**src/design/unused_placeholder_note.sv**
```systemverilog
// Intentionally empty compile unit kept minimal.
`timescale 1ns/1ps
`default_nettype none
`default_nettype wire

```
**src/design/dlt_pkg.sv**
```systemverilog
// Package holding constants and types of the delay timer block.
package dlt_pkg;

   // ---------------------------------------------------------------
   // Register map
   // ---------------------------------------------------------------
   localparam logic [11:0] DLT_CTRL_OFS = 12'h000;
   localparam logic [11:0] DLT_ON_INIT_OFS = 12'h004;
   localparam logic [11:0] DLT_OFF_INIT_OFS = 12'h008;
   localparam logic [11:0] DLT_STATUS_OFS = 12'h00C;
   localparam logic [11:0] DLT_TICKDIV_OFS = 12'h010;

   // ---------------------------------------------------------------
   // Control field positions and reset values
   // ---------------------------------------------------------------
   localparam int DLT_CTRL_MODE_LSB = 0;
   localparam int DLT_CTRL_UNIT_LSB = 2;
   localparam int DLT_CTRL_ON_SEL_BIT = 4;
   localparam int DLT_CTRL_OFF_SEL_BIT = 5;
   localparam logic [5:0] DLT_CTRL_RESET = 6'h00;
   localparam logic [15:0] DLT_INIT_RESET = 16'h0000;

   // ---------------------------------------------------------------
   // Time base: 40 MHz clock, 1 ms base tick
   // ---------------------------------------------------------------
   localparam int DLT_CLK_HZ = 40000000;
   localparam int DLT_MS_PER_S = 1000;
   localparam int DLT_MS_CYCLES = DLT_CLK_HZ / DLT_MS_PER_S;
   localparam logic [31:0] DLT_S_MS = 32'd1000;
   localparam logic [31:0] DLT_MIN_MS = 32'd60000;
   localparam logic [31:0] DLT_HOUR_MS = 32'd3600000;

   typedef enum logic [1:0] {
      DLT_MODE_ONOFF,
      DLT_MODE_RETAIN,
      DLT_MODE_OFFDLY,
      DLT_MODE_RELAY
   } dlt_mode_e;

   typedef enum logic [1:0] {
      DLT_UNIT_MS,
      DLT_UNIT_S,
      DLT_UNIT_MIN,
      DLT_UNIT_HOUR
   } dlt_unit_e;

endpackage : dlt_pkg

```
**src/design/dlt_tick_gen.sv**
```systemverilog
// Unit tick strobe generator for the delay timer.
`timescale 1ns/1ps
`default_nettype none
module dlt_tick_gen
   import dlt_pkg::*;
#(
   parameter int MS_CYCLES = DLT_MS_CYCLES
) (
   input wire logic pclk,
   input wire logic presetn,
   input wire logic restart,
   input wire dlt_pkg::dlt_unit_e unit,
   output logic tick
);
   // -------------------------------------------------------------
   // Millisecond prescaler and unit divider
   // -------------------------------------------------------------
   logic [31:0] pre_q;
   logic [31:0] ms_q;
   logic [31:0] ms_lim;
   logic ms_tick;

   // Unit selection picks how many milliseconds make one time unit.
   always_comb begin
      case (unit)
         DLT_UNIT_MS: ms_lim = 32'd1;
         DLT_UNIT_S: ms_lim = DLT_S_MS;
         DLT_UNIT_MIN: ms_lim = DLT_MIN_MS;
         DLT_UNIT_HOUR: ms_lim = DLT_HOUR_MS;
         default: ms_lim = 32'd1;
      endcase
   end

   assign ms_tick = (pre_q == 32'(MS_CYCLES - 1));

   // Restart aligns the unit grid with a trigger change so delays are exact.
   always_ff @(posedge pclk or negedge presetn) begin
      if (!presetn) begin
         pre_q <= 32'h0000_0000;
      end else if (restart || ms_tick) begin
         pre_q <= 32'h0000_0000;
      end else begin
         pre_q <= pre_q + 32'd1;
      end
   end

   always_ff @(posedge pclk or negedge presetn) begin
      if (!presetn) begin
         ms_q <= 32'h0000_0000;
         tick <= 1'b0;
      end else if (restart) begin
         ms_q <= 32'h0000_0000;
         tick <= 1'b0;
      end else if (ms_tick) begin
         if (ms_q + 32'd1 >= ms_lim) begin
            ms_q <= 32'h0000_0000;
            tick <= 1'b1;
         end else begin
            ms_q <= ms_q + 32'd1;
            tick <= 1'b0;
         end
      end else begin
         tick <= 1'b0;
      end
   end
endmodule : dlt_tick_gen
`default_nettype wire

```
**src/design/dlt_apb_regs.sv**
```systemverilog
// APB register file of the delay timer.
`timescale 1ns/1ps
`default_nettype none
module dlt_apb_regs
   import dlt_pkg::*;
(
   input wire logic pclk,
   input wire logic presetn,
   input wire logic psel,
   input wire logic penable,
   input wire logic pwrite,
   input wire logic [11:0] paddr,
   input wire logic [31:0] pwdata,
   input wire logic [1:0] status,
   output logic [31:0] prdata,
   output logic pready,
   output logic pslverr,
   output logic [5:0] ctrl_q,
   output logic [15:0] on_init_q,
   output logic [15:0] off_init_q
);
   // -------------------------------------------------------------
   // Decode
   // -------------------------------------------------------------
   logic acc;
   logic mapped;
   assign acc = psel && penable;
   assign mapped = (paddr == DLT_CTRL_OFS) || (paddr == DLT_ON_INIT_OFS) ||
                   (paddr == DLT_OFF_INIT_OFS) || (paddr == DLT_STATUS_OFS);

   // Writes land in the access phase; status is read only.
   always_ff @(posedge pclk or negedge presetn) begin
      if (!presetn) begin
         ctrl_q <= DLT_CTRL_RESET;
         on_init_q <= DLT_INIT_RESET;
         off_init_q <= DLT_INIT_RESET;
      end else if (acc && pwrite) begin
         if (paddr == DLT_CTRL_OFS) begin
            ctrl_q <= pwdata[5:0];
         end
         if (paddr == DLT_ON_INIT_OFS) begin
            on_init_q <= pwdata[15:0];
         end
         if (paddr == DLT_OFF_INIT_OFS) begin
            off_init_q <= pwdata[15:0];
         end
      end
   end

   // Zero wait states; unmapped addresses answer with an error and zero data.
   always_comb begin
      pready = 1'b1;
      pslverr = acc && !mapped;
      prdata = 32'h0000_0000;
      if (acc && !pwrite) begin
         case (paddr)
            DLT_CTRL_OFS: prdata = {26'h0, ctrl_q};
            DLT_ON_INIT_OFS: prdata = {16'h0, on_init_q};
            DLT_OFF_INIT_OFS: prdata = {16'h0, off_init_q};
            DLT_STATUS_OFS: prdata = {30'h0, status};
            default: prdata = 32'h0000_0000;
         endcase
      end
   end
endmodule : dlt_apb_regs
`default_nettype wire

```
**src/design/dlt_timer.sv**
```systemverilog
// Top of the on/off, retentive, off-delay and relay-pulse timer.
// ----------------------------------------------------------------
// Summary of operation
// - On/off mode: trigger high for full on delay sets output high.
// - On/off mode: trigger low for full off delay clears output.
// - Shorter trigger excursions leave output unchanged and restart timing.
// - Each delay comes from stored setting or time input, 0-65535 units.
// - One unit selection (ms, s, min, h) for both delays, default ms.
// - Connected time inputs replace the stored initial values.
// - Retentive mode holds output high after delay even when trigger drops.
// - Rising clear edge forces retentive output low and restarts timing.
// - Retentive delay from stored setting or input, 0-65535 units.
// - Off-delay of 3 s drops output 3 s after fall, rises at once.
// - Relay mode takes trigger and time input overriding stored duration.
// - Relay output rises with trigger, holds for duration, drops early on low.
// - Off-delay output follows rise at once, falls after full off delay.
// ----------------------------------------------------------------
`timescale 1ns/1ps
`default_nettype none
module dlt_timer
   import dlt_pkg::*;
#(
   parameter int MS_CYCLES = DLT_MS_CYCLES
) (
   input wire logic pclk,
   input wire logic presetn,
   input wire logic psel,
   input wire logic penable,
   input wire logic pwrite,
   input wire logic [11:0] paddr,
   input wire logic [31:0] pwdata,
   output logic [31:0] prdata,
   output logic pready,
   output logic pslverr,
   input wire logic trigger,
   input wire logic clear_in,
   input wire logic [15:0] rise_delay_value,
   input wire logic [15:0] fall_delay_value,
   output logic timer_output
);
   import dlt_pkg::*;

   // ---------------------------------------------------------------
   // Registers and configuration
   // ---------------------------------------------------------------
   logic [5:0] ctrl_q;
   logic [15:0] on_init_q;
   logic [15:0] off_init_q;
   logic [31:0] prdata_c;
   logic pready_c;
   logic pslverr_c;
   logic [1:0] status;
   dlt_mode_e mode;
   dlt_unit_e unit;
   logic [15:0] on_dly;
   logic [15:0] off_dly;

   dlt_apb_regs u_regs (
      .pclk(pclk),
      .presetn(presetn),
      .psel(psel),
      .penable(penable),
      .pwrite(pwrite),
      .paddr(paddr),
      .pwdata(pwdata),
      .status(status),
      .prdata(prdata_c),
      .pready(pready_c),
      .pslverr(pslverr_c),
      .ctrl_q(ctrl_q),
      .on_init_q(on_init_q),
      .off_init_q(off_init_q)
   );

   // Bus answers are passed straight through; the slave is zero-wait.
   // A registered read path would cost a wait state on every access,
   // so these three are the only outputs not taken from a flip-flop.
   assign prdata = prdata_c;
   assign pready = pready_c;
   assign pslverr = pslverr_c;

   assign mode = dlt_mode_e'(ctrl_q[DLT_CTRL_MODE_LSB +: 2]);
   assign unit = dlt_unit_e'(ctrl_q[DLT_CTRL_UNIT_LSB +: 2]);

   // Select bits model a connected time input; it replaces the stored value.
   assign on_dly = ctrl_q[DLT_CTRL_ON_SEL_BIT] ? rise_delay_value : on_init_q;
   assign off_dly = ctrl_q[DLT_CTRL_OFF_SEL_BIT] ? fall_delay_value : off_init_q;

   // ---------------------------------------------------------------
   // Edge detection
   // ---------------------------------------------------------------
   logic trig_q;
   logic clr_q;
   logic mode_chg;
   logic [1:0] mode_q;
   logic trig_edge;
   logic clr_rise;

   // Detectors reset to the idle low level of their inputs, so a
   // release of reset with the inputs low never shows a false edge.
   always_ff @(posedge pclk or negedge presetn) begin
      if (!presetn) begin
         trig_q <= 1'b0;
         clr_q <= 1'b0;
         mode_q <= 2'h0;
      end else begin
         trig_q <= trigger;
         clr_q <= clear_in;
         mode_q <= ctrl_q[DLT_CTRL_MODE_LSB +: 2];
      end
   end

   assign trig_edge = trigger ^ trig_q;
   assign clr_rise = clear_in && !clr_q;
   assign mode_chg = mode_q != ctrl_q[DLT_CTRL_MODE_LSB +: 2];

   // ---------------------------------------------------------------
   // Unit tick
   // ---------------------------------------------------------------
   logic tick;
   logic restart;

   // Any trigger edge restarts the unit grid so each delay is measured from it.
   assign restart = trig_edge || clr_rise || mode_chg;

   dlt_tick_gen #(
      .MS_CYCLES(MS_CYCLES)
   ) u_tick (
      .pclk(pclk),
      .presetn(presetn),
      .restart(restart),
      .unit(unit),
      .tick(tick)
   );

   // ---------------------------------------------------------------
   // Elapsed counter
   // ---------------------------------------------------------------
   logic [16:0] elapsed_q;
   logic [15:0] target;
   logic done;

   // Count saturates above the largest delay so it never wraps.
   always_ff @(posedge pclk or negedge presetn) begin
      if (!presetn) begin
         elapsed_q <= 17'h00000;
      end else if (restart) begin
         elapsed_q <= 17'h00000;
      end else if (tick && !elapsed_q[16]) begin
         elapsed_q <= elapsed_q + 17'h00001;
      end
   end

   // In on/off mode the delay that applies is the one for the level the trigger now holds; other modes use one fixed delay.
   always_comb begin
      case (mode)
         DLT_MODE_ONOFF: target = trig_q ? on_dly : off_dly;
         DLT_MODE_OFFDLY: target = off_dly;
         DLT_MODE_RETAIN: target = on_dly;
         DLT_MODE_RELAY: target = on_dly;
         default: target = on_dly;
      endcase
   end

   // Zero delay compares true at once, with no tick needed.
   assign done = !restart && (elapsed_q >= {1'b0, target});

   // ---------------------------------------------------------------
   // Output state
   // ---------------------------------------------------------------
   // Limits that a user must know:
   // A change of time unit alone does not restart timing.
   // The next trigger edge or mode change realigns the grid.
   // Time inputs are read every cycle and act at once,
   // even in the middle of a running delay.
   // The elapsed count saturates, so it never wraps.
   // The clear input acts on its rising edge only.
   logic out_q;
   logic latched_q;
   logic relay_q;

   // Relay pulse: armed by a rising trigger, ended by timeout or trigger low.
   always_ff @(posedge pclk or negedge presetn) begin
      if (!presetn) begin
         relay_q <= 1'b0;
      end else if (trigger && !trig_q) begin
         relay_q <= 1'b1;
      end else if (!trigger || done) begin
         relay_q <= 1'b0;
      end
   end

   // Retentive latch; the clear edge wins over a delay completing.
   // Only the retentive mode sets it, so entering that mode starts low.
   always_ff @(posedge pclk or negedge presetn) begin
      if (!presetn) begin
         latched_q <= 1'b0;
      end else if (clr_rise || mode_chg) begin
         latched_q <= 1'b0;
      end else if (mode == DLT_MODE_RETAIN && trig_q && trigger && done) begin
         latched_q <= 1'b1;
      end
   end

   // Output register per mode.
   always_ff @(posedge pclk or negedge presetn) begin
      if (!presetn) begin
         out_q <= 1'b0;
      end else begin
         case (mode)
            DLT_MODE_ONOFF: begin
               if (done && trig_q == trigger) begin
                  out_q <= trig_q;
               end
            end
            DLT_MODE_OFFDLY: begin
               if (trigger) begin
                  out_q <= 1'b1;
               end else if (!trig_q && done) begin
                  out_q <= 1'b0;
               end
            end
            DLT_MODE_RETAIN: begin
               // Entering this mode drops any level left by the last one.
               if (clr_rise || mode_chg) begin
                  out_q <= 1'b0;
               end else begin
                  out_q <= latched_q || (trig_q && trigger && done);
               end
            end
            DLT_MODE_RELAY: begin
               out_q <= trigger && ((trigger && !trig_q) || (relay_q && !done));
            end
            default: out_q <= 1'b0;
         endcase
      end
   end

   assign timer_output = out_q;
   assign status = {latched_q, out_q};

   // ---------------------------------------------------------------
   // Checks
   // ---------------------------------------------------------------
   // Every property runs on the bus clock and is muted in reset.
   // Antecedents of the mode checks name the mode, so a mode change never trips a check.
   a_onoff_rise: assert property (@(posedge pclk) disable iff (!presetn)
      (mode == DLT_MODE_ONOFF && !mode_chg && trig_q && trigger && done && !out_q) |=> out_q)
      else $error("On/off output did not rise after on delay.");

   a_onoff_fall: assert property (@(posedge pclk) disable iff (!presetn)
      (mode == DLT_MODE_ONOFF && !mode_chg && !trig_q && !trigger && done && out_q) |=> !out_q)
      else $error("On/off output did not fall after off delay.");

   a_onoff_hold: assert property (@(posedge pclk) disable iff (!presetn)
      (mode == DLT_MODE_ONOFF && $past(mode == DLT_MODE_ONOFF) && !$past(done)) |-> $stable(out_q))
      else $error("On/off output changed before delay elapsed.");

   a_restart_clr: assert property (@(posedge pclk) disable iff (!presetn)
      restart |=> elapsed_q == 17'h00000)
      else $error("Elapsed count not restarted.");

   a_retain_hold: assert property (@(posedge pclk) disable iff (!presetn)
      (mode == DLT_MODE_RETAIN && out_q && !clr_rise && !mode_chg) |=> out_q)
      else $error("Retentive output dropped without clear edge.");

   a_retain_clear: assert property (@(posedge pclk) disable iff (!presetn)
      (mode == DLT_MODE_RETAIN && clr_rise) |=> !out_q && !latched_q)
      else $error("Clear edge did not drop retentive output.");

   a_offdly_rise: assert property (@(posedge pclk) disable iff (!presetn)
      (mode == DLT_MODE_OFFDLY && trigger) |=> out_q)
      else $error("Off-delay output did not follow rising trigger.");

   a_relay_low: assert property (@(posedge pclk) disable iff (!presetn)
      (mode == DLT_MODE_RELAY && !trigger) |=> !out_q)
      else $error("Relay output stayed high with trigger low.");

   a_tick_count: assert property (@(posedge pclk) disable iff (!presetn)
      (tick && !restart && !elapsed_q[16]) |=> elapsed_q == $past(elapsed_q) + 17'h00001)
      else $error("Elapsed count did not advance on tick.");

   a_src_select: assert property (@(posedge pclk) disable iff (!presetn)
      ctrl_q[DLT_CTRL_ON_SEL_BIT] |-> on_dly == rise_delay_value)
      else $error("Time input did not replace stored on delay.");

   // Low time over drops the off-delay output.
   a_offdly_fall: assert property (@(posedge pclk) disable iff (!presetn)
      (mode == DLT_MODE_OFFDLY && !trig_q && !trigger && done) |=> !out_q)
      else $error("Off-delay output did not fall.");

   // A rising trigger raises the relay output.
   a_relay_rise: assert property (@(posedge pclk) disable iff (!presetn)
      (mode == DLT_MODE_RELAY && trigger && !trig_q) |=> out_q)
      else $error("Relay output did not rise.");

   // The pulse holds while its time runs.
   a_relay_hold: assert property (@(posedge pclk) disable iff (!presetn)
      (mode == DLT_MODE_RELAY && relay_q && trig_q && trigger && !done) |=> out_q)
      else $error("Relay output dropped early.");

   // The pulse ends when its time is over.
   a_relay_expire: assert property (@(posedge pclk) disable iff (!presetn)
      (mode == DLT_MODE_RELAY && relay_q && trig_q && done) |=> !out_q)
      else $error("Relay output did not expire.");

   // The off-time input replaces the stored one.
   a_offsel_input: assert property (@(posedge pclk) disable iff (!presetn)
      ctrl_q[DLT_CTRL_OFF_SEL_BIT] |-> off_dly == fall_delay_value)
      else $error("Time input did not replace stored off delay.");

   // Output and latch set together.
   a_retain_set: assert property (@(posedge pclk) disable iff (!presetn)
      (mode == DLT_MODE_RETAIN && !clr_rise && !mode_chg && trig_q && trigger && done) |=> out_q && latched_q)
      else $error("Retentive output did not latch.");

   // A held clear level does not block a latch.
   a_clr_level: assert property (@(posedge pclk) disable iff (!presetn)
      (mode == DLT_MODE_RETAIN && clr_q && clear_in && trig_q && trigger && done) |=> out_q)
      else $error("Clear level blocked the latch.");

   // The latch stays clear in other modes.
   a_latch_idle: assert property (@(posedge pclk) disable iff (!presetn)
      (mode != DLT_MODE_RETAIN && !mode_chg) |-> !latched_q)
      else $error("Latch set outside retentive mode.");

   // A trigger edge never moves the on/off output.
   a_onoff_glitch: assert property (@(posedge pclk) disable iff (!presetn)
      (mode == DLT_MODE_ONOFF && trig_q != trigger) |=> $stable(out_q))
      else $error("On/off output followed a trigger edge.");

endmodule : dlt_timer
`default_nettype wire

```
**config.mk**
```make
export PLATFORM = sky130hd
export DESIGN_NAME = dlt_timer
export DESIGN_NICKNAME = d
export VERILOG_FILES = /design/src/design/unused_placeholder_note.sv /design/src/design/dlt_pkg.sv /design/src/design/dlt_tick_gen.sv /design/src/design/dlt_apb_regs.sv /design/src/design/dlt_timer.sv
export SDC_FILE = /design/constraint.sdc
export NUM_CORES = 1
export LEC_CHECK = 0
export BUFFER_PORTS_ARGS = -buffer_cell sky130_fd_sc_hd__buf_2
export CORE_MARGIN = 2
export CORE_UTILIZATION = 25
export DETAILED_ROUTE_END_ITERATION = 12
export GPL_ROUTABILITY_DRIVEN = 0
export PLACE_DENSITY_LB_ADDON = 0.05
export SETUP_SLACK_MARGIN = 0.4
export SYNTH_ARGS = -nofsm -noshare
export SYNTH_HDL_FRONTEND = slang
export SYNTH_SLANG_ARGS = --single-unit
export TNS_END_PERCENT = 100
```
**constraint.sdc**
```tcl
create_clock -name pclk -period 4.5 [get_ports pclk]
set_clock_uncertainty 0.1 [all_clocks]
set_input_delay 0 -clock pclk [delete_from_list [all_inputs] [get_ports pclk]]
set_output_delay 0 -clock pclk [all_outputs]
set_load 0.005 [all_outputs]
```
==> run_results.csv <==
group,metric,value,unit
finish,syn2layout_area_growth,22.2,%
power_and_ir_drop,p_clk_share,53.9,%
clock_tree,cts.reportedPaths.clkPinSlew,0.06,ns
synth,synth_cell_types,64,
grt,grt-ovfl-total,0,
outcome,status,"completed",
min_path,hp-start,"pwrite",
power_and_ir_drop,ir_worst_vdd,0.238,mV
sta,drv_slew,0,
finish,final_nets,1079,
grt,grt.total_usage,14.5,%
run,drv_cap,0,
worst_setup_path,cp-start-kind,"flip-flop",
worst_setup_path,path_cells,"ha_4 -> nand3_1 -> or3_4 -> nor3_4 -> nand3_2 -> xnor2_1 -> ha_1 -> a31o_2 -> a21oi_1 -> o21ai_1 -> or4_4 -> or4_1 -> o211ai_1",
sta,rsz0062_at_grt,"no",
synth,yosysSeqAreaShare,39.8,%
detailed_routing,vias,6515,
power_and_ir_drop,p_per_area,289,mW/mm²
synth,async_flop_share,100,%
grt,grt_max_degree,91,
synth,netlist_top_cells_area,"dfrtp_1 40%, mux2_2 7.1%, ha_1 6.4%",
synth,syn_inst,855,
synth,synth_ff_type,"dfrtp_1",
clock_tree,h-tree-depth,4,
synth,synth_edf_count,0,
worst_setup_path,cp_data_arrival_time,4.09,ns
placement,hpwl,16400,µm
sta,fmax,0.260,GHz
worst_setup_path,crit_family,"simple AND/OR/NAND/NOR gates",
worst_setup_path,crit_path_max_incr_delay,0.61,ns
detailed_routing,avgViaCountPerCell,4.76,
synth,ys_ff_latch,127,
clock_tree,numCtsBuffers,17,
min_path,hold_class,"primary input to flip-flop",
floorplanning,placeableCoreArea,0.0315,mm²
worst_setup_path,cp-startpoint,"u_tick.ms_q[0]$_DFFE_PN0N_",
power_and_ir_drop,internal_power,2.19,mW
synth,yosys_warnings,0,
worst_setup_path,criticalPathCategory,"flip-flop to flip-flop",
detailed_routing,firstDrtPassIters,5,
sta,finalSetupViolCount,0,
sta,timing_worst_slew_pin_value,1.04,ns
power_and_ir_drop,switching_power,0.633,mW
clock_tree,cts_tree,"built",
sta,hold_viol,0,
clock_tree,cts.sinks,127,
grt,grt_pass1_vias,6529,
finish,diodes,0,
detailed_routing,finalWirelength,23200,µm
clock_tree,clk_path_buf_depth,2,
sta,setup_ws,0.647,ns
placement,port_buffers,84,
worst_setup_path,crit_path_end_kind,"flip-flop",
sta,finalCritPeriodShare,85.6,%
detailed_routing,post_drt_wl_per_cell,16.9,µm
placement,dp_slack,0.272,ns
sta,slew-limit-headroom,30.4,%
floorplanning,start_util,25.3,%
grt,grt_pass1_wl,37500,µm
synth,yosys.area.top_type,"dfrtp_1",
detailed_routing,ant_nets,0,
worst_setup_path,cp_num_buf_inv,0,
worst_setup_path,crit_slowest_cell,"or4_4",
power_and_ir_drop,switching_share,22.5,%
floorplanning,die_w,183,µm
floorplanning,die-area,0.0333,mm²
synth,syn-cell-area,0.00798,mm²
power_and_ir_drop,pwr-share-comb,5.2,%
worst_setup_path,reg2reg_from,"u_tick.ms_q[0]$_DFFE_PN0N_",
power_and_ir_drop,leakage,4.45,nW
finish,drive_gt1_share,22.3,%
detailed_routing,drt_iter0_drc,336,
clock_tree,clk-insertion-delay-late,0.43,ns
sta,finalSetupTns,0,ns
clock_tree,cts-root-buf,"clkbuf_16",
synth,avgSynthCellArea,9.33,µm²
power_and_ir_drop,seqPwrFrac,40.9,%
floorplanning,die_h,183,µm
grt,grt_antenna_before_repair,0,
floorplanning,num_rows,65,
worst_setup_path,critPathRequiredTime,4.74,ns
floorplanning,ios,118,
sta,layout_min_cycle_time,3.85,ns
synth,netlist.area_leader.share,39.8,%
detailed_routing,drcViolationCount,0,
worst_setup_path,crit_fanout,7,
[cells in the final DEF (no fill, tap or decap), types with 4 or more instances in the layout]
master and n:
o21ai_0 29, a211oi_1 6, and3_1 22, or4_1 4
ha_1 40, a31oi_1 5, buf_2 83, o211ai_1 12
nor2_1 97, nor3_1 13, or2_2 4, and2_1 4
dfrtp_1 124, a21boi_0 4, nand4_1 24, nand2_1 75
clkbuf_16 17, xnor2_1 28, inv_1 22, nor4_1 13
clkinvlp_4 4, dlygate4sd3_1 19, a21oi_1 19, buf_4 25
o31a_1 5, nand3_1 49, mux2_2 50, xor2_1 33
mux2i_1 21, nor2b_1 11, bufinv_16 4, clkbuf_8 4
a22oi_1 10, or3_1 5, conb_1 17
[tightest hold or removal path: stages]
cell and delay [ns]:
buf_2 0.11, nand2_1 0.07, nor3_1 0.04, buf_4 0.17, nand2_1 0.07, o21ai_0 0.06
[final timing paths]
kind / endpoint / slack, ns / depth (start not counted)
worst min register to register: u_tick.pre_q[0]$_DFF_PN0_ / 0.38 / 1
min in group asynchronous: u_tick.ms_q[7]$_DFFE_PN0N_ / 0.12 / 2
worst max-delay path: u_tick.ms_q[3]$_DFFE_PN0N_ / 0.65 / 13
worst max register to register: u_tick.ms_q[3]$_DFFE_PN0N_ / 0.65 / 13
max in group asynchronous: u_tick.pre_q[28]$_DFF_PN0_ / 3.04 / 3
worst min-delay path: u_regs.ctrl_q[1]$_DFFE_PN0P_ / 0.04 / 6
[cell usage after synthesis, drive strengths merged, types with 3 or more instances]
cell type,n
a21boi,4
or3,6
a21o,3
and4,3
nand3,50
clkbuf,36
and2,4
ha,41
nor2b,11
nor4,15
nand4,26
and3,22
nor3,15
a2111oi,3
a22oi,10
or4,6
buf,26
xor2,33
xnor2,28
mux2,50
nand2,75
dfrtp,127
a21oi,19
a211oi,6
o31a,5
o21ai,31
or2,4
mux2i,21
o31ai,4
a311oi,3
a31oi,5
o211ai,12
nor2,99
inv,22
[through the flow]
step	std cells	power (mW)	cell area, µm²	util, %	hold slack (ns)
2_1_floorplan	870	1.23	8030	-	-0.396
3_3_place_gp	1317	1.31	8830	28.1	0.0241
3_5_place_dp	1317	1.31	8830	28.1	0.0217
4_1_cts	1368	2.88	9680	30.7	0.0376
5_1_grt	1370	2.95	9740	31.0	0.0815
6_report	1370	2.82	9740	31.0	0.0448
[kinds of logic (layout without fill, tap and decap cells)]
family | Yosys count | in the layout | synth area share (%)
other | 2 | 17 | 0.0942
adder cells (fa/ha/maj) | 41 | 41 | 6.43
AO/OA/AOI/OAI | 124 | 124 | 10.6
flip-flops | 127 | 127 | 39.8
multiplexers | 73 | 73 | 10.3
buffers and inverters | 84 | 182 | 4.83
XOR/XNOR | 61 | 61 | 6.70
AND/OR/NAND/NOR | 343 | 343 | 21.2
[power by group through the flow]
stage               clock [mW]  sequential [mW]  combinational (mW)
floorplan                    0             1.17              0.0624
global placement             0             1.17               0.140
detailed placement           0             1.17               0.138
CTS                       1.58             1.15               0.152
global route              1.63             1.15               0.166
finish                    1.52             1.15               0.145
[what timing repair did]
| item | in CTS | in global routing |
|---|---|---|
| resized for setup | 2 | 15 |
| setup endpoints to repair | 3 | 23 |
| pin swaps | 0 | 5 |
| endpoints found under the hold margin | 132 | 0 |
| hold buffers | 19 | 0 |
| buffers inserted | 0 | 2 |
[cell type report]
| cell class | count | area [µm²] |
|---|---|---|
| inverter | 22 | 82.6 |
| clock buffer | 23 | 488 |
| multi-input combinational | 659 | 4530 |
| tap | 402 | 503 |
| timing repair buffer | 128 | 805 |
| clock inverter | 9 | 155 |
| fill | 3321 | 21700 |
| sequential | 127 | 3180 |
[routing by layer]
metal	part of all wire, %	vias up	global-route usage (%)	routed length (µm)
met5	0	-	0	0
met4	0.85	0	3.48	198
met3	3.6	8	2.95	834
met2	45	111	22.8	10500
met1	50	3168	20.4	11700
li1	-	3228	-	-
[sequential cells by signal, summed over array words and instances, names as in the netlist]
name and count:
u_tick.pre_q 32, relay_q 1, timer_output 1, u_regs.off_init_q 16, u_tick.ms_q 32, u_regs.on_init_q 16
u_regs.ctrl_q 6, elapsed_q 17, trig_q 1, u_tick.tick 1, latched_q 1, mode_q 2
clr_q 1
Power figures use the tool's default switching activity.
